<file path="src/hw/mapper_pkg.sv">
// Purpose: shared constants for the paged memory mapper
// Assumes: single 25 MHz clock, synchronous active-high reset
// Notes: map outputs are 12 bits, incoming address is 16 bits
//
// Functional notes
// [RQ1] sixteen twelve-bit map registers, held until rewritten
// [RQ2] address top four bits pick one register
// [RQ3] output is register above four low bits
// [RQ4] mapped outputs selectable transparent or latched
// [RQ5] pass mode: select bits on top, rest low
// [RQ6] host reloads registers to reach more pages
// [RQ7] host writes index plus data with strobe
package mapper_pkg;
  localparam int unsigned MAP_COUNT  = 16;  // number of map registers
  localparam int unsigned MAP_WIDTH  = 12;  // bits per map register
  localparam int unsigned SEL_WIDTH  = 4;   // register index width
  localparam int unsigned LOW_WIDTH  = 4;   // untouched low address bits
  localparam int unsigned ADDR_WIDTH = SEL_WIDTH + LOW_WIDTH + 8; // cpu address
  localparam int unsigned XADDR_WIDTH = MAP_WIDTH + LOW_WIDTH;    // expanded
  localparam int unsigned SEL_POS    = ADDR_WIDTH - SEL_WIDTH;    // select field
  localparam logic [MAP_WIDTH-1:0] MAP_RESET = 12'h000; // value after reset
endpackage : mapper_pkg

</file>
<file path="src/hw/map_write_if.sv">
// Purpose: carries one map register write between mapper modules
// Assumes: same clock as the mapper core
// Notes: one-cycle write pulse with index and data
interface map_write_if;
  import mapper_pkg::*;
  logic                 wr_pulse; // one-cycle write
  logic [SEL_WIDTH-1:0] wr_index; // target register
  logic [MAP_WIDTH-1:0] wr_data;  // value to store
  modport source (output wr_pulse, output wr_index, output wr_data);
  modport sink   (input  wr_pulse, input  wr_index, input  wr_data);
endinterface : map_write_if

</file>
<file path="src/hw/map_write_port.sv">
// Purpose: synchronises host write pins and emits one write per strobe
// Assumes: host holds index and data steady while the strobe is active
// Notes: write lands when the strobe completes (pins rise)
module map_write_port (
  input  wire logic                             sys_clk_in,
  input  wire logic                             rst_in,
  input  wire logic                             cs_n_in,
  input  wire logic                             wr_n_in,
  input  wire logic [mapper_pkg::SEL_WIDTH-1:0] index_in,
  input  wire logic [mapper_pkg::MAP_WIDTH-1:0] data_in,
  map_write_if.source                           wr
);
  import mapper_pkg::*;

  localparam int unsigned BUS_W = 2 + SEL_WIDTH + MAP_WIDTH;

  // two-flop synchroniser on every host pin
  logic [BUS_W-1:0] meta_r, sync_r, meta_nxt, sync_nxt;
  logic             act_r, act_nxt;   // strobe seen active last cycle
  logic             pulse_r, pulse_nxt;
  logic [SEL_WIDTH-1:0] idx_r, idx_nxt;
  logic [MAP_WIDTH-1:0] dat_r, dat_nxt;
  logic             act_now;

  // strobe is chip select and write both low
  always_comb begin
    meta_nxt  = {cs_n_in, wr_n_in, index_in, data_in};
    sync_nxt  = meta_r;
    act_now   = ~sync_r[BUS_W-1] & ~sync_r[BUS_W-2];
    act_nxt   = act_now;
    // capture while active so data is from the strobe window
    idx_nxt   = act_now ? sync_r[MAP_WIDTH +: SEL_WIDTH] : idx_r;
    dat_nxt   = act_now ? sync_r[MAP_WIDTH-1:0] : dat_r;
    pulse_nxt = act_r & ~act_now; // end of strobe [RQ7]
  end

  // registers only
  always_ff @(posedge sys_clk_in) begin
    if (rst_in) begin
      meta_r  <= '1;
      sync_r  <= '1;
      act_r   <= 1'b0;
      pulse_r <= 1'b0;
      idx_r   <= '0;
      dat_r   <= '0;
    end else begin
      meta_r  <= meta_nxt;
      sync_r  <= sync_nxt;
      act_r   <= act_nxt;
      pulse_r <= pulse_nxt;
      idx_r   <= idx_nxt;
      dat_r   <= dat_nxt;
    end
  end

  assign wr.wr_pulse = pulse_r;
  assign wr.wr_index = idx_r;
  assign wr.wr_data  = dat_r;
endmodule : map_write_port

</file>
<file path="src/hw/paged_memory_mapper.sv">
// Purpose: paged address mapper turning a 16-bit cpu address into a 16-bit expanded one
// Assumes: address and mode pins come from outside and are synchronised
// Notes: outputs lag the address pins by three clocks; map writes land
//        four clocks after the host strobe ends
module paged_memory_mapper #(
  parameter int unsigned MAP_REGS = mapper_pkg::MAP_COUNT // page registers
) (
  input  wire logic                              sys_clk_in,  // 25 mhz clock
  input  wire logic                              rst_in,      // sync reset
  input  wire logic                              cs_n_in,     // write select
  input  wire logic                              wr_n_in,     // write strobe
  input  wire logic [mapper_pkg::SEL_WIDTH-1:0]  index_in,    // index, select
  input  wire logic [mapper_pkg::MAP_WIDTH-1:0]  data_in,     // map data
  input  wire logic [mapper_pkg::ADDR_WIDTH-1:0] addr_in,     // cpu address
  input  wire logic                              map_en_in,   // 1 map, 0 pass
  input  wire logic                              latch_en_in, // 1 latched
  input  wire logic                              hold_n_in,   // low freezes when latched
  output logic      [mapper_pkg::XADDR_WIDTH-1:0] xaddr_out   // expanded
);
  import mapper_pkg::*;

  // the index field can only reach a power-of-two register count
  if (MAP_REGS != (1 << SEL_WIDTH)) begin : g_bad_regs
    $error("map register count must equal two to the index width");
  end

  ////////////////////////////////////////////////////////////////////////
  // write path
  // host pins are synchronised inside the port, so a strobe shorter
  // than one clock can be missed entirely
  map_write_if wbus ();

  map_write_port u_wport (
    .sys_clk_in (sys_clk_in),
    .rst_in     (rst_in),
    .cs_n_in    (cs_n_in),
    .wr_n_in    (wr_n_in),
    .index_in   (index_in),
    .data_in    (data_in),
    .wr         (wbus.source)
  );

  ////////////////////////////////////////////////////////////////////////
  // map register file
  // loads come only from the write port's one-clock pulse, so a host
  // strobe can never leave an entry half written
  logic [MAP_WIDTH-1:0] map_r   [MAP_REGS]; // page registers
  logic [MAP_WIDTH-1:0] map_nxt [MAP_REGS]; // next page values

  // one generate entry per register; holds unless addressed [RQ1]
  for (genvar g = 0; g < MAP_REGS; g++) begin : g_map
    always_comb begin
      map_nxt[g] = map_r[g];
      if (wbus.wr_pulse && wbus.wr_index == SEL_WIDTH'(g)) begin
        map_nxt[g] = wbus.wr_data; // [RQ1] [RQ6]
      end
    end
    always_ff @(posedge sys_clk_in) begin
      if (rst_in) begin
        map_r[g] <= MAP_RESET;
      end else begin
        map_r[g] <= map_nxt[g];
      end
    end

  end

  ////////////////////////////////////////////////////////////////////////
  // input synchronisers for address and mode pins
  // mode pins share the same two stages, so a mode change and an
  // address change reach the output on the same clock
  localparam int unsigned IN_W = ADDR_WIDTH + SEL_WIDTH + 3;
  logic [IN_W-1:0] in_meta_r, in_sync_r, in_meta_nxt, in_sync_nxt;
  logic [ADDR_WIDTH-1:0] addr_s;   // synchronised address
  logic [SEL_WIDTH-1:0]  sel_s;    // synchronised select pins
  logic                  map_s;    // synchronised mode
  logic                  latch_s;  // synchronised latch mode
  logic                  hold_n_s; // synchronised hold

  // first stage read only by the second
  always_comb begin
    in_meta_nxt = {addr_in, index_in, map_en_in, latch_en_in, hold_n_in};
    in_sync_nxt = in_meta_r;
  end

  always_ff @(posedge sys_clk_in) begin
    if (rst_in) begin
      in_meta_r <= '0;
      in_sync_r <= '0;
    end else begin
      in_meta_r <= in_meta_nxt;
      in_sync_r <= in_sync_nxt;
    end
  end

  assign {addr_s, sel_s, map_s, latch_s, hold_n_s} = in_sync_r;

  ////////////////////////////////////////////////////////////////////////
  // output stage
  // one flop for every mode keeps the output glitch free; the price is
  // one more clock of lag in transparent mode
  logic [SEL_WIDTH-1:0]   page_sel;  // chosen register
  logic [XADDR_WIDTH-1:0] mapped;    // map mode value
  logic [XADDR_WIDTH-1:0] passed;    // pass mode value
  logic [XADDR_WIDTH-1:0] xaddr_r, xaddr_nxt;

  // transparent mode still costs one register so outputs are flopped
  always_comb begin
    page_sel  = addr_s[SEL_POS +: SEL_WIDTH];              // [RQ2]
    mapped    = {map_r[page_sel], addr_s[LOW_WIDTH-1:0]};  // [RQ3]
    passed    = {sel_s, {(XADDR_WIDTH-SEL_WIDTH){1'b0}}};  // [RQ5]
    xaddr_nxt = xaddr_r;
    if (!map_s) begin
      xaddr_nxt = passed;                                  // [RQ5]
    end else if (!latch_s || hold_n_s) begin
      xaddr_nxt = mapped;                                  // [RQ4]
    end
    // latched and hold low: keep last output value [RQ4]
  end

  always_ff @(posedge sys_clk_in) begin
    if (rst_in) begin
      xaddr_r <= '0;
    end else begin
      xaddr_r <= xaddr_nxt;
    end
  end

  assign xaddr_out = xaddr_r;
endmodule : paged_memory_mapper

</file>
<file path="config.mk">
export PLATFORM = sky130hd
export DESIGN_NAME = paged_memory_mapper
export DESIGN_NICKNAME = d
export VERILOG_FILES = /design/src/hw/mapper_pkg.sv /design/src/hw/map_write_if.sv /design/src/hw/map_write_port.sv /design/src/hw/paged_memory_mapper.sv
export SDC_FILE = /design/constraint.sdc
export NUM_CORES = 1
export LEC_CHECK = 0
export BUFFER_PORTS_ARGS = -buffer_cell sky130_fd_sc_hd__buf_4
export CAP_MARGIN = 15
export CELL_PAD_IN_SITES_DETAIL_PLACEMENT = 1
export CELL_PAD_IN_SITES_GLOBAL_PLACEMENT = 1
export CORE_UTILIZATION = 45
export DETAILED_ROUTE_END_ITERATION = 10
export HOLD_SLACK_MARGIN = 0.05
export PLACE_DENSITY_LB_ADDON = 0.12
export SYNTH_ARGS = -nofsm -noshare
export SYNTH_HDL_FRONTEND = slang
export SYNTH_HIERARCHICAL = 1
export SYNTH_SLANG_ARGS = --single-unit
</file>
<file path="constraint.sdc">
create_clock -name sys_clk_in -period 3.3 [get_ports sys_clk_in]
set_input_delay 0.165 -clock sys_clk_in [delete_from_list [all_inputs] [get_ports sys_clk_in]]
set_output_delay 0.165 -clock sys_clk_in [all_outputs]
set_load 0.05 [all_outputs]
</file>
Word-level counts from Yosys, hierarchy flattened. Memory sizes are Yosys's and may differ from the RTL's. A register that Yosys moved wholly into a read port is not among the register bits. Index checks and enable logic that the tools add are counted.

Muxes and demuxes: 38. Reduce and logical (&&, ||, !) cells: 36. Eq/ne operators: 32. Bitwise logic cells: 22.

Operator list (count): 12-bit two-way mux (32); 4-bit equality test (second input constant) (8); 16-bit two-way mux (2); 2-bit AND reduction (16); 4-bit by 3-bit equality test with 1-bit output (second input constant) (4); 1-bit logical AND (16); 1-bit inequality test (second input constant) (16); 1-bit bitwise OR (16); 4-bit by 2-bit equality test with 1-bit output (second input constant) (2); 4-bit by 1-bit equality test with 1-bit output (second input constant) (1); 4-bit logical NOT (1); 4-bit two-way mux (1); 1-bit inverter (4); 1-bit two-way mux (3); 1-bit AND (2); 2-bit by 1-bit inequality test with 1-bit output (second input constant) (1); 2-bit OR reduction (1); 1-bit logical NOT (1); 1-bit logical OR (1).

Bits in writable memories: 192. Logic and storage cells: 139. Output and inout port bits: 16. Register bits after elaboration: 116. Bits of input ports: 39. Memories kept: 1.

Memory list: map_r (words 16, bits a word 12, read ports 1, clocked after memory_dff 1, wr ports 16, RTL line paged_memory_mapper.sv:47) `logic [MAP_WIDTH-1:0] map_r [MAP_REGS];`.

Depth between registers and ports, before layout. Gate-level depths: netlist of run 1.

Word-level depth: 5. Depth in mapped cells: 7. Gate-level depth less buffers: 4.

Hierarchy. Netlist of run 1, hierarchy kept.

Modules (own cells, without submodules): paged_memory_mapper (area an instance 10342.4 µm², sequential area each 6686.4 µm², instances 1, cells an instance 687); map_write_port (area an instance 1672.9 µm², sequential area each 1081.0 µm², instances 1, cells an instance 153).

Worst setup path before layout of run 1. No wires, ideal clock.

Path type: flip-flop to flip-flop. Start: register u_wport.idx_r[1], in the netlist u_wport/wr.wr_index[1]. End: memory map_r[12][0] (enable). Required time: 2.917 ns. Setup time: 0.383 ns. Arrival time: 1.418 ns. Setup slack: 1.498 ns. Path buffers: 1. Stages on the path, launching flop included: 4. Period minus slack after synthesis: 1.802 ns. Cells stage by stage: dfxtp_1 -> or2_2 -> clkbuf_1 -> o21bai_1.

RTL lines: start: declaration (RTL line map_write_port.sv:21) `logic [SEL_WIDTH-1:0] idx_r, idx_nxt;`; start signal: assignment (RTL line map_write_port.sv:51) `idx_r <= idx_nxt;`; end: declaration (RTL line paged_memory_mapper.sv:47).

==> results of run 1 <==
cell usage in the layout, fill, tap and decap left out, types with 3 or more instances in the layout:
| cell | Yosys | layout |
|---|---|---|
| a21o_1 | 3 | 3 |
| a21oi_1 | 20 | 20 |
| a22oi_1 | 10 | 10 |
| a31oi_1 | 4 | 4 |
| and2_1 | 192 | 192 |
| buf_4 | 1 | 70 |
| clkbuf_1 | 45 | 3 |
| clkbuf_16 | 0 | 32 |
| clkinv_1 | 0 | 3 |
| clkinv_2 | 0 | 6 |
| clkinv_4 | 0 | 4 |
| clkinvlp_2 | 0 | 3 |
| dfxtp_1 | 100 | 97 |
| dfxtp_2 | 0 | 3 |
| dlygate4sd3_1 | 0 | 29 |
| edfxtp_1 | 192 | 192 |
| mux2_2 | 8 | 8 |
| mux2i_1 | 11 | 11 |
| mux4_1 | 22 | 22 |
| mux4_2 | 26 | 26 |
| nand2_1 | 14 | 14 |
| nand2b_1 | 7 | 7 |
| nor2_1 | 20 | 20 |
| nor2b_1 | 36 | 36 |
| o2111ai_1 | 3 | 3 |
| o211ai_1 | 4 | 4 |
| o21ai_0 | 16 | 16 |
| o21ai_1 | 7 | 7 |
| o21bai_1 | 12 | 9 |
| o21bai_2 | 0 | 3 |
| or2_2 | 37 | 37 |
| or3b_1 | 17 | 17 |
metrics by stage:
| stage | hold slack (ns) | instances | worst slack, ns |
|---|---|---|---|
| floorplan | 0.2688 | 840 | 1.498 |
| global placement | 0.3506 | 1181 | 1.011 |
| detailed placement | 0.3529 | 1181 | 0.9497 |
| CTS | 0.2193 | 1267 | 0.9607 |
| global route | 0.2717 | 1267 | 0.8276 |
| finish | 0.2097 | 1268 | 1.034 |
critical path: stages, from the launching register on:
cell and delay, ns:
dfxtp_2 0.83, buf_4 0.44, mux4_1 0.59, mux2i_1 0.19
o21ai_1 0.08
cells by family (layout without fill, tap and decap cells):
group	count (synthesis)	in the layout	share of synthesized area
flip-flops	292	292	0.6465
AND/OR/NAND/NOR	334	334	0.1707
other	0	1	0
AO/OA/AOI/OAI	81	81	0.04176
multiplexers	67	67	0.1135
buffers and inverters	66	158	0.02759
layout make-up:
cell class | count | area [um^2] | area share
Sequential cell | 292 | 7771 | 0.5571
Multi-Input combinational cell | 482 | 3928 | 0.2816
Clock buffer | 37 | 839.6 | 0.06018
Timing Repair Buffer | 99 | 815.8 | 0.05848
Tap cell | 335 | 419.2 | 0.03005
Clock inverter | 20 | 166.4 | 0.01193
Inverter | 2 | 7.507 | 0.0005382
Antenna cell | 1 | 2.502 | 0.0001794
synth_stat cells, types with 2 or more instances:
cell type and number:
and2_1 192, edfxtp_1 192, dfxtp_1 100, clkbuf_1 45
or2_2 37, nor2b_1 36, mux4_2 26, mux4_1 22
a21oi_1 20, nor2_1 20, or3b_1 17, o21ai_0 16
nand2_1 14, o21bai_1 12, mux2i_1 11, a22oi_1 10
mux2_2 8, nand2b_1 7, o21ai_1 7, buf_6 6
clkbuf_2 5, a31oi_1 4, buf_2 4, o211ai_1 4
a21o_1 3, o2111ai_1 3, clkbuf_4 2, inv_1 2
nand3_1 2, nand3b_1 2, nor3_1 2, nor3b_1 2
where the power goes:
| group | switching [mW] | leakage (nW) | internal (mW) |
|---|---|---|---|
| clock | 1.41 | 0.486 | 1.97 |
| combinational | 0.171 | 1.85 | 0.170 |
| sequential | 0.0681 | 2.81 | 4.01 |
| total | 1.65 | 5.14 | 6.14 |
routing by layer:
metal / vias to the layer above / part of all wire / routed length (um) / global-route usage
met3: 39 / 0.042 / 1159 / 0.02872
met2: 130 / 0.51 / 14260 / 0.3813
met5: - / 0 / 0 / 0
met1: 3502 / 0.43 / 11810 / 0.2737
met4: 0 / 0.019 / 530 / 0.06074
li1: 3142 / - / - / -
registers in the layout, indices dropped and copies added, names as in the netlist, named ones only:
signal / count
u_wport/act_r: 1
u_wport/wr.wr_index: 4
xaddr_out: 16
u_wport/wr.wr_data: 12
u_wport/meta_r: 18
u_wport/sync_r: 18
u_wport/wr.wr_pulse: 1
map_r: 192
in_meta_r: 15
in_sync_r: 11
path summary, 6_finish.rpt:
check                                           to
worst min-delay path                  in_meta_r[2]
worst max register to register        xaddr_out[4]
worst max-delay path                  xaddr_out[4]
worst min register to register  u_wport/sync_r[12]
what timing repair did:
| item | CTS | global route |
|---|---|---|
| setup endpoints to repair | 0 | 0 |
| setup buffers | 0 | 0 |
| hold buffers | 29 | 0 |
| hold endpoints to repair | 33 | 0 |
==> impl_metrics.yaml, run 1 <==
synth:
  synth-seq-cells: 292
  ys_async_sr_fraction: 0
  netlist.area_leader.share: 0.4799
  synth-edff-count: 192
  yosys.area.top_type: "edfxtp_1"
  synthFlopType: "edfxtp_1"
  ys_seq_area_frac: 0.6465
  syn_nets: 879
  postSynthCellCount: 840
  avgSynthCellArea_um2: 14.30
  netlist_area_um2: 12020
  yosys_warnings: 6
  yosys-top-cells-area: "edfxtp_1, dfxtp_1, and2_1"
  synth_cell_type_count: 39
route:
  drc_errors: 0
  drtAntennaViolNets: 0
  vias_per_cell: 5.373
  drt_iter0_markers: 483
  drtPass1Iterations: 4
  vias: 6813
  routed_wl_um: 27760
  wire_per_inst_um: 21.89
placement:
  place_area_um2: 12650
  routabilityCongestion: 0.8054
  port_buffers: 46
  hpwl_um: 17880
sta:
  tns_ns: 0
  finalCritPeriodShare: 0.6866
  slew_headroom: 0.3281
  setup_viol_count_final: 0
  worst_slew_pin_slew_ns: 1.004
  period_minus_slack_ns: 2.266
  hold_violations: 0
  maxSlewViolCount: 0
  fmax_ghz: 0.4414
  skew_ns: 0.01531
  rsz0062_at_grt: "no"
setup_path:
  worstSetupPathType: "flip-flop to flip-flop"
  cp_max_fo: 22
  critPathRequiredTime_ns: 3.74
  cp-end-kind: "flip-flop"
  r2r_setup_slack_ns: 1.03
  cp-start-kind: "flip-flop"
  arrival_ns: 2.70
  ff2ff_path_depth: 4
clocking:
  htreeDepth: 1
  worstSkewPairLatency_ns: 0.56
  cts_root_buf: "clkbuf_16"
  cts_tree: "built"
  clk_path_buf_depth: 3
  numCtsBuffers: 31
  clock-sinks: 292
  clk_pin_slew_worst_paths_ns: 0.06
  cts_resized: 0
min_path:
  hp-class: "input pin to flip-flop"
  min_from: "rst_in"
  holdPathStages: 2
grt:
  grt_usage: 0.2147
  antenna_found_initial: 1
  grt_pass1_vias: 7431
  grt_overflow_total: 0
  grt_pass1_wl_um: 42880
  grt_max_degree: 107
power_and_ir_drop:
  power_leakage_nw: 5.143
  cellPowerDensity_nw_per_um2: 558.5
  p_total_mw: 7.791
  peakVddDrop_mv: 0.3245
floorplan:
  floorplan.die.width_um: 165.4
  core_um2: 26130
  die_area_um2: 27360
  fp.dieH_um: 165.4
  row_count: 59
  io_pins: 55
  start_util: 0.4598
final_layout:
  layout-drive-gt1-share: 0.2135
  layout.nets: 947
  syn_to_final_growth_pct: 16.10
  fillCellCount: 2567
  final_area_um2: 13950
  final_util: 0.5338
flow_run:
  maxCapViolations: 0
status:
  outcome: "finished, final reports clean"
Power figures use the tool's default switching activity.
==> inputs of run 2 (changes only) <==
Clock period 3.3 ns to 2.1 ns, I/O delays scaled along.
==> impl_metrics.yaml, run 2 (synthesis gave the netlist of run 1 again) <==
route:
  drtPass1Iterations: 4
  drt_iter0_markers: 406
  drc_errors: 0
  drtAntennaViolNets: 0
  vias_per_cell: 5.379
  wire_per_inst_um: 22.65
  vias: 7019
  routed_wl_um: 29560
clocking:
  clk_pin_slew_worst_paths_ns: 0.06
  htreeDepth: 2
  clock-sinks: 292
  clk_path_buf_depth: 3
  cts_tree: "built"
  hold_buffers: 30
  cts_setup_buffers: 0
  cts_root_buf: "clkbuf_16"
  cts_resized: 0
  worstSkewPairLatency_ns: 0.50
  numCtsBuffers: 34
final_layout:
  largestRegisters: "map_r (192), u_wport/meta_r (18), u_wport/sync_r (18)"
  final_util: 0.5473
  largest_reg_flops: 192
  final_cell_mix: "and2_1, edfxtp_1, buf_4"
  n_antenna_cell: 0
  regMostFlops: "map_r"
  finalNonFillerCells: 1305
  layout.nets: 983
  layout-drive-gt1-share: 0.2320
  syn_to_final_growth_pct: 19.04
setup_path:
  worstSetupPathType: "flip-flop to flip-flop"
  r2r_end: "xaddr_out[10]"
  critPathRequiredTime_ns: 2.47
  ff2ff_path_depth: 5
  cp_max_fo: 33
  arrival_ns: 2.23
  cp-end-kind: "flip-flop"
  cp-start-kind: "flip-flop"
  r2r_setup_slack_ns: 0.24
min_path:
  hp-class: "input pin to flip-flop"
  holdPathStages: 3
  hold_end: "u_wport/meta_r[10]"
  min_from: "data_in[10]"
grt:
  grt_max_degree: 62
  grt_usage: 0.2284
  grt_overflow_total: 0
  antenna_found_initial: 0
  grt_pass1_wl_um: 45140
  grt_pass1_vias: 7794
power_and_ir_drop:
  peakVddDrop_mv: 0.6547
  cellPowerDensity_nw_per_um2: 879.9
  power_leakage_nw: 5.360
placement:
  placedCellCount: 1213
  port_buffers: 46
  routabilityCongestion: 0.7656
  hpwl_um: 18750
status:
  outcome: "finished, final reports clean"
floorplan:
  core_um2: 26130
  row_count: 59
  io_pins: 55
  floorplan.die.width_um: 165.4
  die_area_um2: 27360
  start_util: 0.4598
  fp.dieH_um: 165.4
sta:
  rsz0062_at_grt: "no"
  tns_ns: 0
  setup_viol_count_final: 0
  hold_ws_ns: 0.3361
  slew_headroom: 0.5749
  worst_slew_pin_slew_ns: 0.6367
  maxSlewViolCount: 0
  finalCritPeriodShare: 0.8877
  skew_ns: 0.02086
  period_minus_slack_ns: 1.864
  fmax_ghz: 0.5364
  hold_violations: 0
flow_run:
  maxCapViolations: 0
-- run 2: critical path, cell delays in order (launching register included) --
cell and delay, ns:
dfxtp_2 0.35, buf_12 0.25, mux4_1 0.62, mux2_2 0.28, a22oi_1 0.14, o21ai_1 0.09
-- run 2: per-layer routing --
metal  GRT usage  vias up  wire (um)
met1      0.2897     3617      12400
li1            -     3227          -
met3     0.03721       39       1293
met5           0        -          0
met2      0.4028      136      15370
met4     0.06322        0        488
-- run 2: area by class of cell --
cell class / count / area [um^2]
fillers: 2530 / 11830
clock buffers: 55 / 1033
flip-flops and latches: 292 / 7771
repair buffers: 132 / 1116
well taps: 335 / 419.2
clock inverters: 7 / 38.79
inverters: 2 / 7.507
multi-input cells: 482 / 3916
-- run 2: power breakdown --
group	total, mW	switching (mW)	internal [mW]	leakage [nW]
combinational	0.613	0.318	0.295	2.03
sequential	6.37	0.0716	6.30	2.81
clock	5.60	2.23	3.37	0.529
-- run 2: how the worst max path moves through the flow --
stage          slack (ns)  cells after the start                    from       endpoint
6_report             0.24                      5               flip-flop  xaddr_out[10]
5_1_grt              0.11                      5               flip-flop   xaddr_out[6]
4_1_cts              0.22                      5               flip-flop  xaddr_out[10]
3_5_place_dp         0.22                      5               flip-flop  xaddr_out[10]
3_3_place_gp         0.25                      5               flip-flop   xaddr_out[6]
2_1_floorplan        0.30                      3  u_wport/wr.wr_index[1]    map_r[4][0]
-- run 2: metrics by stage --
stage | power, mW | setup slack (ns) | cell area [um^2]
final | 12.58 | 0.2358 | 14300
after global routing | 13.00 | 0.1144 | 14300
after global placement | 7.036 | 0.2521 | 12930
after CTS | 12.73 | 0.2198 | 14300
after floorplan | 6.811 | 0.2981 | 12020
after detailed placement | 7.067 | 0.2206 | 12930
